--- src/include/popc_pkg.sv ---
// Register map and constants for the port output and pad control block
package popc_pkg;

    // Bus widths
    localparam int POPC_ADDR_W = 18;
    localparam int POPC_DATA_W = 32;

    // Register indices; the byte address is four times the index
    localparam logic [15:0] POPC_IDX_PORT_D_OUT = 16'hFF6C;
    localparam logic [15:0] POPC_IDX_PORT_E_OUT = 16'hFF6D;
    localparam logic [15:0] POPC_IDX_PORT_F_OUT = 16'hFF6E;
    localparam logic [15:0] POPC_IDX_PORT_G_OUT = 16'hFF6F;
    localparam logic [15:0] POPC_IDX_PORT_A_PU  = 16'hFF70;
    localparam logic [15:0] POPC_IDX_PORT_B_PU  = 16'hFF71;
    localparam logic [15:0] POPC_IDX_PORT_C_PU  = 16'hFF72;
    localparam logic [15:0] POPC_IDX_PORT_D_PU  = 16'hFF73;
    localparam logic [15:0] POPC_IDX_PORT_E_PU  = 16'hFF74;
    localparam logic [15:0] POPC_IDX_PORT_3_OD  = 16'hFF76;
    localparam logic [15:0] POPC_IDX_PORT_A_OD  = 16'hFF77;

    // Slot array spans the first to the last index
    localparam logic [15:0] POPC_IDX_BASE = POPC_IDX_PORT_D_OUT;
    localparam int          POPC_NSLOT    = 12;

    // Slot numbers, index minus base
    localparam int POPC_SLOT_D_OUT = int'(POPC_IDX_PORT_D_OUT - POPC_IDX_BASE);
    localparam int POPC_SLOT_E_OUT = int'(POPC_IDX_PORT_E_OUT - POPC_IDX_BASE);
    localparam int POPC_SLOT_F_OUT = int'(POPC_IDX_PORT_F_OUT - POPC_IDX_BASE);
    localparam int POPC_SLOT_G_OUT = int'(POPC_IDX_PORT_G_OUT - POPC_IDX_BASE);
    localparam int POPC_SLOT_A_PU  = int'(POPC_IDX_PORT_A_PU - POPC_IDX_BASE);
    localparam int POPC_SLOT_B_PU  = int'(POPC_IDX_PORT_B_PU - POPC_IDX_BASE);
    localparam int POPC_SLOT_C_PU  = int'(POPC_IDX_PORT_C_PU - POPC_IDX_BASE);
    localparam int POPC_SLOT_D_PU  = int'(POPC_IDX_PORT_D_PU - POPC_IDX_BASE);
    localparam int POPC_SLOT_E_PU  = int'(POPC_IDX_PORT_E_PU - POPC_IDX_BASE);
    localparam int POPC_SLOT_3_OD  = int'(POPC_IDX_PORT_3_OD - POPC_IDX_BASE);
    localparam int POPC_SLOT_A_OD  = int'(POPC_IDX_PORT_A_OD - POPC_IDX_BASE);

    // Writable bits of each slot, highest slot first
    localparam logic [11:0][7:0] POPC_WMASK = {
        8'hFF, 8'h3F, 8'h00, 8'hFF, 8'hFF, 8'hFF,
        8'hFF, 8'hFF, 8'h1F, 8'hFF, 8'hFF, 8'hFF};

    // Slots that exist; the slot between pull-ups and open-drain is a hole
    localparam logic [11:0] POPC_SLOT_PRESENT  = 12'hDFF;
    // Slots that exist only with on-chip program memory
    localparam logic [11:0] POPC_SLOT_ROM_ONLY = 12'h9F0;

    // Value of every register after reset
    localparam logic [7:0] POPC_RST_VAL = 8'h00;

    // Bus responses
    localparam logic [1:0] POPC_RESP_OKAY   = 2'h0;
    localparam logic [1:0] POPC_RESP_DECERR = 2'h3;

endpackage : popc_pkg

--- src/verilog/popc_reg.sv ---
// One byte-wide control register with a fixed write mask
`timescale 1ns/1ps
module popc_reg
    import popc_pkg::*;
#(
    parameter logic [7:0] MASK = 8'hFF
)
(
    // Clock and reset
    input  wire logic       aclk,
    input  wire logic       aresetn,
    // Write strobe and byte
    input  wire logic       wr_en,
    input  wire logic [7:0] wr_byte,
    // Stored value, unimplemented bits zero
    output logic      [7:0] rd_byte
);
    typedef struct packed {
        logic [7:0] val;
    } popc_reg_t;

    popc_reg_t q;
    popc_reg_t d;

    // Masking on write keeps unimplemented bits at zero for ever
    always_comb
    begin
        d = q;
        if (wr_en)
        begin
            d.val = wr_byte & MASK;
        end
    end

    always_ff @(posedge aclk)
    begin
        if (!aresetn)
            q <= '{val: POPC_RST_VAL};
        else
            q <= d;
    end

    assign rd_byte = q.val;

endmodule : popc_reg

--- src/verilog/popc_pad.sv ---
// Per-pin pad drive and pull-up control for one port
`timescale 1ns/1ps
module popc_pad
#(
    parameter int W = 8
)
(
    // Clock and reset
    input  wire logic         aclk,
    input  wire logic         aresetn,
    // Pin direction (1 = output) and data being driven
    input  wire logic [W-1:0] dir,
    input  wire logic [W-1:0] data,
    // Open-drain select and pull-up enable
    input  wire logic [W-1:0] od,
    input  wire logic [W-1:0] pue,
    // Pad controls
    output logic      [W-1:0] oe,
    output logic      [W-1:0] pull
);
    typedef struct packed {
        logic [W-1:0] oe;
        logic [W-1:0] pull;
    } popc_pad_t;

    popc_pad_t q;
    popc_pad_t d;

    // Open-drain pins drop drive for a high; pull-up only on inputs
    always_comb
    begin
        d.oe   = dir & ~(od & data);
        // pull on inputs
        d.pull = pue & ~dir;
    end

    // Registered so pad controls never glitch on a decode change
    always_ff @(posedge aclk)
    begin
        if (!aresetn)
            q <= '0;
        else
            q <= d;
    end

    assign oe   = q.oe;
    assign pull = q.pull;

endmodule : popc_pad

--- src/verilog/popc_top.sv ---
// Port output latches and pad control registers on an AXI4-Lite slave
`timescale 1ns/1ps
// Operation
// Port D output latch, eight bits
// Port E output latch, eight bits
// Port F output latch, eight bits
// Port G latch, five pins four..zero
// Per-pin pull-up enables, ports A to E
// Port 3 open-drain, low six bits
// Port A open-drain, all eight bits
// Pull-up and port A open-drain need ROM
// Everything clears to zero on reset
// Pull-up active only on input pins
module popc_top
    import popc_pkg::*;
#(
    parameter bit ONCHIP_ROM = 1'b1
)
(
    // Clock and reset
    input  wire logic                   aclk,
    input  wire logic                   aresetn,
    // AXI4-Lite write address and data
    input  wire logic                   awvalid,
    output logic                        awready,
    input  wire logic [POPC_ADDR_W-1:0] awaddr,
    input  wire logic                   wvalid,
    output logic                        wready,
    input  wire logic [POPC_DATA_W-1:0] wdata,
    input  wire logic [3:0]             wstrb,
    // AXI4-Lite write response
    output logic                        bvalid,
    input  wire logic                   bready,
    output logic      [1:0]             bresp,
    // AXI4-Lite read
    input  wire logic                   arvalid,
    output logic                        arready,
    input  wire logic [POPC_ADDR_W-1:0] araddr,
    output logic                        rvalid,
    input  wire logic                   rready,
    output logic      [POPC_DATA_W-1:0] rdata,
    output logic      [1:0]             rresp,
    // Port output latches
    output logic      [7:0]             port_d_out,
    output logic      [7:0]             port_e_out,
    output logic      [7:0]             port_f_out,
    output logic      [4:0]             port_g_out,
    // Pin directions from the direction logic, 1 = output
    input  wire logic [5:0]             port_3_dir,
    input  wire logic [7:0]             port_a_dir,
    input  wire logic [7:0]             port_b_dir,
    input  wire logic [7:0]             port_c_dir,
    input  wire logic [7:0]             port_d_dir,
    input  wire logic [7:0]             port_e_dir,
    // Output data of ports 3 and A from their own latches
    input  wire logic [5:0]             port_3_data,
    input  wire logic [7:0]             port_a_data,
    // Pad drive enables for open-drain capable ports
    output logic      [5:0]             port_3_oe,
    output logic      [7:0]             port_a_oe,
    // Pad pull-up enables
    output logic      [7:0]             port_a_pull,
    output logic      [7:0]             port_b_pull,
    output logic      [7:0]             port_c_pull,
    output logic      [7:0]             port_d_pull,
    output logic      [7:0]             port_e_pull
);

    // Write channel states
    typedef enum logic [4:0] {
        W_IDLE = 5'h01,
        W_ADDR = 5'h02,
        W_DATA = 5'h04,
        W_EXEC = 5'h08,
        W_RESP = 5'h10
    } popc_wst_t;

    typedef struct packed {
        popc_wst_t        wst;
        logic [POPC_ADDR_W-1:0] waddr;
        logic [7:0]       wbyte;
        logic             wstb;
        logic [1:0]       bresp;
        logic             rvalid;
        logic [7:0]       rdata;
        logic [1:0]       rresp;
    } popc_state_t;

    popc_state_t q;
    popc_state_t d;

    logic [POPC_NSLOT-1:0]      we_vec;
    logic [POPC_NSLOT-1:0][7:0] reg_q;
    logic [4:0]                 wslot;
    logic [4:0]                 rslot;

    // Slot of a byte address, 5'h1F when outside the array
    function automatic logic [4:0] slot_of(input logic [POPC_ADDR_W-1:0] a);
        logic [15:0] off;
        off = a[POPC_ADDR_W-1:2] - POPC_IDX_BASE;
        slot_of = (off < 16'(POPC_NSLOT)) ? off[4:0] : 5'h1F;
    endfunction : slot_of

    // ROM-only gating
    function automatic logic mapped(input logic [4:0] s);
        if (s == 5'h1F)
            mapped = 1'b0;
        else
            mapped = POPC_SLOT_PRESENT[s[3:0]]
                     && (ONCHIP_ROM || !POPC_SLOT_ROM_ONLY[s[3:0]]);
    endfunction : mapped

    assign wslot = slot_of(q.waddr);
    assign rslot = slot_of(araddr);

    // Bus handshakes; address and data are taken in either order
    assign awready = (q.wst == W_IDLE) || (q.wst == W_DATA);
    assign wready  = (q.wst == W_IDLE) || (q.wst == W_ADDR);
    assign bvalid  = (q.wst == W_RESP);
    assign bresp   = q.bresp;
    assign arready = !q.rvalid;
    assign rvalid  = q.rvalid;
    assign rdata   = {24'h000000, q.rdata};
    assign rresp   = q.rresp;

    // Next state of the bus slave
    always_comb
    begin
        d      = q;
        we_vec = '0;
        unique case (q.wst)
            W_IDLE:
            begin
                if (awvalid)
                    d.waddr = awaddr;
                if (wvalid)
                begin
                    d.wbyte = wdata[7:0];
                    d.wstb  = wstrb[0];
                end
                if (awvalid && wvalid)
                    d.wst = W_EXEC;
                else if (awvalid)
                    d.wst = W_ADDR;
                else if (wvalid)
                    d.wst = W_DATA;
            end
            W_ADDR:
            begin
                if (wvalid)
                begin
                    d.wbyte = wdata[7:0];
                    d.wstb  = wstrb[0];
                    d.wst   = W_EXEC;
                end
            end
            W_DATA:
            begin
                if (awvalid)
                begin
                    d.waddr = awaddr;
                    d.wst   = W_EXEC;
                end
            end
            W_EXEC:
            begin
                // Byte lane 0 only; other lanes carry no register bits
                if (mapped(wslot))
                    we_vec[wslot[3:0]] = q.wstb;
                d.bresp = mapped(wslot) ? POPC_RESP_OKAY : POPC_RESP_DECERR;
                d.wst   = W_RESP;
            end
            W_RESP:
                if (bready)
                    d.wst = W_IDLE;
        endcase

        // Read: one outstanding, answered the cycle after it is taken
        if (!q.rvalid && arvalid)
        begin
            d.rvalid = 1'b1;
            d.rdata  = mapped(rslot) ? reg_q[rslot[3:0]] : 8'h00;
            d.rresp  = mapped(rslot) ? POPC_RESP_OKAY : POPC_RESP_DECERR;
        end
        else if (q.rvalid && rready)
            d.rvalid = 1'b0;
    end

    // slave reset
    always_ff @(posedge aclk)
    begin
        if (!aresetn)
            q <= '{wst: W_IDLE, bresp: POPC_RESP_OKAY,
                   rresp: POPC_RESP_OKAY, default: '0};
        else
            q <= d;
    end

    // Register slots; holes and absent slots never get a write strobe
    for (genvar i = 0; i < POPC_NSLOT; i++)
    begin : g_slot
        popc_reg #(
            .MASK (POPC_WMASK[i])
        ) u_reg (
            .aclk    (aclk),
            .aresetn (aresetn),
            .wr_en   (we_vec[i]),
            .wr_byte (q.wbyte),
            .rd_byte (reg_q[i])
        );
    end

    // port D latch
    assign port_d_out = reg_q[POPC_SLOT_D_OUT];
    // port E latch
    assign port_e_out = reg_q[POPC_SLOT_E_OUT];
    // port F latch
    assign port_f_out = reg_q[POPC_SLOT_F_OUT];
    // port G latch
    assign port_g_out = reg_q[POPC_SLOT_G_OUT][4:0];

    // port 3 open-drain
    popc_pad #(
        .W (6)
    ) u_pad_3 (
        .aclk    (aclk),
        .aresetn (aresetn),
        .dir     (port_3_dir),
        .data    (port_3_data),
        .od      (reg_q[POPC_SLOT_3_OD][5:0]),
        .pue     (6'h00),
        .oe      (port_3_oe),
        .pull    ()
    );

    // port A open-drain and pull-up
    popc_pad #(
        .W (8)
    ) u_pad_a (
        .aclk    (aclk),
        .aresetn (aresetn),
        .dir     (port_a_dir),
        .data    (port_a_data),
        .od      (reg_q[POPC_SLOT_A_OD]),
        .pue     (reg_q[POPC_SLOT_A_PU]),
        .oe      (port_a_oe),
        .pull    (port_a_pull)
    );

    // port B pull-ups
    popc_pad #(
        .W (8)
    ) u_pad_b (
        .aclk    (aclk),
        .aresetn (aresetn),
        .dir     (port_b_dir),
        .data    (8'h00),
        .od      (8'h00),
        .pue     (reg_q[POPC_SLOT_B_PU]),
        .oe      (),
        .pull    (port_b_pull)
    );

    // port C pull-ups
    popc_pad #(
        .W (8)
    ) u_pad_c (
        .aclk    (aclk),
        .aresetn (aresetn),
        .dir     (port_c_dir),
        .data    (8'h00),
        .od      (8'h00),
        .pue     (reg_q[POPC_SLOT_C_PU]),
        .oe      (),
        .pull    (port_c_pull)
    );

    // port D pull-ups
    popc_pad #(
        .W (8)
    ) u_pad_d (
        .aclk    (aclk),
        .aresetn (aresetn),
        .dir     (port_d_dir),
        .data    (8'h00),
        .od      (8'h00),
        .pue     (reg_q[POPC_SLOT_D_PU]),
        .oe      (),
        .pull    (port_d_pull)
    );

    // port E pull-ups
    popc_pad #(
        .W (8)
    ) u_pad_e (
        .aclk    (aclk),
        .aresetn (aresetn),
        .dir     (port_e_dir),
        .data    (8'h00),
        .od      (8'h00),
        .pue     (reg_q[POPC_SLOT_E_PU]),
        .oe      (),
        .pull    (port_e_pull)
    );
endmodule : popc_top

--- config.mk ---
export PLATFORM = sky130hd
export DESIGN_NAME = popc_top
export DESIGN_NICKNAME = d
export VERILOG_FILES = /design/src/include/popc_pkg.sv /design/src/verilog/popc_reg.sv /design/src/verilog/popc_pad.sv /design/src/verilog/popc_top.sv
export SDC_FILE = /design/constraint.sdc
export NUM_CORES = 1
export LEC_CHECK = 0
export ABC_AREA = 0
export BUFFER_PORTS_ARGS = -buffer_cell sky130_fd_sc_hd__clkbuf_2
export CAP_MARGIN = 25
export CORE_MARGIN = 4
export CORE_UTILIZATION = 46
export DETAILED_ROUTE_END_ITERATION = 8
export PLACE_DENSITY = 0.72
export SLEW_MARGIN = 20
export SYNTH_ARGS = -nofsm -noshare
export SYNTH_HDL_FRONTEND = slang
export SYNTH_HIERARCHICAL = 1
export SYNTH_SLANG_ARGS = --single-unit
--- constraint.sdc ---
create_clock -name aclk -period 3.25 [get_ports aclk]
set_clock_uncertainty 0.2 [all_clocks]
set_input_delay 0.65 -clock aclk [delete_from_list [all_inputs] [get_ports aclk]]
set_output_delay 0.65 -clock aclk [all_outputs]
set_load 0.02 [all_outputs]
==> results of run 1 <==
-- power by group --
group          internal (uW)  switching (uW)  leakage [uW]
clock                   1400             896      0.000322
combinational            199             259       0.00244
sequential              2220            66.2       0.00144
total                   3820            1220       0.00421
-- metrics by stage --
stage               power (uW)  worst slack (ps)  hold slack, ps  utilization [%]  cell area (um^2)
CTS                       5080               303             153             55.8             10000
detailed placement        2790               211             245             52.1              9360
global placement          2780               253             240             52.1              9360
finish                    5040               358             171             55.8             10000
global route              5220              77.7             161             55.8             10000
floorplan                 2650               618             218                -              8550
-- per-layer routing --
layer	track usage [%]	wire, um
met4	7.19	482
met5	0	0
met2	35.1	10500
met3	5.09	1540
met1	26.7	9360
-- area by class of cell --
type / instances / area (um^2) / area share [%]
clock inverters: 14 / 224 / 2.23
flip-flops and latches: 178 / 3560 / 35.5
clock buffers: 18 / 439 / 4.38
multi-input cells: 631 / 4280 / 42.7
repair buffers: 228 / 1200 / 11.9
inverters: 10 / 37.5 / 0.374
well taps: 229 / 287 / 2.86
-- what timing repair did --
action | CTS | global route
endpoints found under the hold margin | 0 | 0
setup endpoints to repair | 0 | 29
hold buffers | 0 | 0
gates resized for setup | 0 | 2
-- path summary, 6_finish.rpt --
path / startpoint / to / slack, ps / depth (start not counted)
setup / recovery: q[26] / g_slot[8].u_reg/rd_byte[1] / 360 / 11
hold / removal: port_e_dir[3] / u_pad_e/pull[3] / 170 / 2
setup reg to reg: q[26] / g_slot[8].u_reg/rd_byte[1] / 360 / 11
hold reg to reg: g_slot[7].u_reg/rd_byte[4] / u_pad_d/pull[4] / 250 / 2
-- worst max-delay path, cell delays in order, from the launching register on --
cell	delay, ps
dfxtp_2	380
ha_1	260
o211ai_1	250
a21oi_1	100
o21ai_0	160
o2111ai_1	210
nor3_1	310
nand3b_1	210
nor3_1	170
buf_4	250
mux2i_1	200
nor2b_1	70
-- placed cells by master (no fill, tap or decap), types with 10 or more instances in the layout --
master     instances
inv_1             10
o21ai_0           15
dfxtp_1          177
nand2_1           86
nor2_1            76
and2_1            10
clkbuf_16         17
buf_4             22
conb_1            37
mux4_2            10
clkbuf_2         206
mux2i_1          126
nor2b_1          112
a21oi_1           33
-- sequential cells by signal (all words and copies together), names as in the netlist --
register,cells
rdata,8
rvalid,1
bresp,1
u_pad_3/oe,6
g_slot.u_reg/rd_byte,83
u_pad_a/oe,8
u_pad_e/pull,8
u_pad_d/pull,8
u_pad_c/pull,8
rresp,1
u_pad_b/pull,8
u_pad_a/pull,8
q,30
==> results.toml, run 1 <==
[outcome]
status = "finished clean"

[timing]
slew_headroom_pct = 41.1
setup_viol = 0
fin_tns_setup_ps = 0
worst_pin_slew_ps = 882
grt_setup_unrepaired = "no"
fmax_mhz = 346
finalCriticalPeriod_ps = 2890
drv_slew = 0
period_share_pct = 89.0
hold_violations = 0

[setup_path]
cp-start-kind = "flop"
crit_type = "flop to flop"
critPathCaptureType = "flop"
path_max_fanout = 9
required_ps = 3360
arrival_ps = 3000

[synth]
avgSynthCellArea_um2 = 9.61
syn_inst = 876
syn_area_um2 = 8420
yosys_warnings = 6

[clocking]
clkSinkCount = 178
clk_latency_ps = 420
path_clk_slew_ps = 70
postCtsSetupBuffers = 0
numCtsBuffers = 17
clock_path_buffers = 2
cts_tree = "built"
cts-root-buf = "clkbuf_16"
htree_levels = 4

[flow_run]
maxCapViolations = 0

[global_route]
grt_pass1_wl_mm = 33.8
grt_max_degree = 81
grt_use_total_pct = 21.0
grt_remaining_overflow = 0
antenna_found_initial = 0
grt_pass1_vias = 6373

[finish]
antenna_cells = 0
drive_gt1_share_pct = 27.5
fin_cells = 1308
num-nets-final = 1209
syn_to_final_growth_pct = 19.1
fillers = 1656

[pwr]
ir_drop_mv = 0.391
power_density_nw_per_um2 = 502
leakage_uw = 0.00421

[place]
placedCellCount = 1276
io_buffers = 207
place_congestion = 0.867
dp.final_hpwl_mm = 16.0

[die]
fp.dieH_um = 143
die_area_um2 = 20500
io_pins = 263
num_rows = 49
dieWidth_um = 143
coreArea_um2 = 18000
initial_utilization_pct = 46.9

[routing]
ant_nets = 0
vias = 6629
wl_per_cell_um = 16.7
drc = 0
wl_mm = 21.9
drtPass1Iterations = 5
first_iter_violations = 368
viasPerCell = 5.07

[hold_path]
min_path_type = "input port to flop"
(Power assumes the default switching activity.)
==> run 2: changes to the inputs <==
Settings changed: CORE_ASPECT_RATIO set to 1.5.
==> results.toml, run 2 (synthesis results as in run 1) <==
[finish]
final_cell_mix = "206 x clkbuf_2, 178 x dfxtp_1, 126 x mux2i_1"
finalCoreUtilization_pct = 55.6
drive_gt1_share_pct = 27.7
largest_reg_flops = 83
final_common_cell = "clkbuf_2"
num-nets-final = 1210
final_area_um2 = 9970
syn_to_final_growth_pct = 18.4

[pwr]
leakage_uw = 0.00418
power.total_uw = 4820
ir_drop_mv = 0.266
power_density_nw_per_um2 = 483

[timing]
hold_violations = 0
drv_slew = 0
period_share_pct = 90.2
finalCriticalPeriod_ps = 2930
grt_setup_unrepaired = "yes"
worst_pin_slew_ps = 872
slew_headroom_pct = 41.7
worst_slack_ps = 318
setup_viol = 0
fmax_mhz = 341

[setup_path]
path_max_fanout = 9
critPathCaptureType = "flop"
path_delay_family = "compound AO/OA/AOI/OAI gates"
required_ps = 3380
critPathMaxStageDelay_ps = 520
r2r_slack_ps = 320
cp-start-kind = "flop"
cp_cell_sequence = "ha_1 -> o211ai_1 -> a21boi_0 -> a31o_2 -> a22oi_1 -> nor3_2 -> nand3b_1 -> nor3_2 -> buf_4 -> mux2i_1 -> nor2b_1"
arrival_ps = 3060
crit_top_cell = "nor3_2"
crit_type = "flop to flop"
critPathBufInv = 1
critical-path-slowest-cell = "dfxtp_1"

[flow_run]
maxCapViolations = 0

[routing]
drc = 0
viasPerCell = 5.08
ant_nets = 0
wl_mm = 21.7
vias = 6600
wl_per_cell_um = 16.8
first_iter_violations = 326
drtPass1Iterations = 5

[die]
num_rows = 60
die_area_um2 = 20600
fp.dieH_um = 174
dieWidth_um = 118
initial_utilization_pct = 46.9
io_pins = 263
coreArea_um2 = 17900

[place]
place_area_um2 = 9360
dp_slack_ps = 262
place_congestion = 0.838
io_buffers = 207
dp.final_hpwl_mm = 16.3

[clocking]
clkSinkCount = 178
numCtsBuffers = 17
cts-root-buf = "clkbuf_16"
path_clk_slew_ps = 80
htree_levels = 4
cts_tree = "built"
clk_latency_ps = 440
clock_path_buffers = 2

[global_route]
antenna_found_initial = 2
grt_use_total_pct = 21.2
grt_max_degree = 58
grt_remaining_overflow = 0
grt_pass1_wl_mm = 34.7
grt_pass1_vias = 6600

[hold_path]
min_path_type = "input port to flop"

[outcome]
status = "finished clean"
-- run 2: cell types whose count changed in the layout (fill, tap and decap cells not counted) --
cell	previous run	this run
nor3_2	0	2
dfxtp_2	1	0
dfxtp_1	177	178
bufinv_16	5	1
clkinvlp_4	1	3
inv_6	5	2
clkinv_4	2	1
inv_8	0	7
nor3_1	9	7
diode_2	0	1
clkinv_2	1	0
buf_4	22	23
-- run 2: layout make-up --
cell class              count  area [um^2]
diodes                      1         2.50
clock buffers              18          439
inverters                  10         37.5
flip-flops and latches    178         3560
repair buffers            229         1200
clock inverters            14          158
well taps                 217          272
multi-input cells         631         4290
fillers                  1677         7970
-- run 2: worst paths after layout --
| check | start | to | cells past startpoint |
|---|---|---|---|
| max | q[26] | g_slot[8].u_reg/rd_byte[3] | 11 |
| min | port_e_dir[5] | u_pad_e/pull[5] | 2 |
| max reg2reg | q[26] | g_slot[8].u_reg/rd_byte[3] | 11 |
| min reg2reg | g_slot[8].u_reg/rd_byte[1] | u_pad_e/pull[1] | 2 |
-- run 2: routing by layer --
layer  wire length (um)  up-vias  track usage, %
met1               8690     3053            24.7
met3               1350       33            5.55
met5                 13        -               0
li1                   -     3315               -
met2              11100      197            37.0
met4                620        2            8.17
-- run 2: what timing repair did --
| action | in CTS | in global routing |
|---|---|---|
| buffers inserted | 0 | 0 |
| endpoints found under the setup margin | 0 | 10 |
| hold buffers | 0 | 0 |
| resized for setup | 0 | 2 |
-- run 2: where the power goes --
part | leakage, uW | total (uW) | internal, uW | switching, uW
clock | 0.000287 | 2080 | 1120 | 960
combinational | 0.00245 | 455 | 199 | 255
sequential | 0.00144 | 2280 | 2220 | 65.2
-- run 2: stage by stage --
| stage | hold slack [ps] | instances | setup TNS, ps |
|---|---|---|---|
| after CTS | 145 | 1297 | 0 |
| final | 153 | 1298 | 0 |
| after global placement | 237 | 1265 | 0 |
| after floorplan | 218 | 909 | 0 |
| after global routing | 136 | 1298 | -10.1 |
| after detailed placement | 239 | 1265 | 0 |
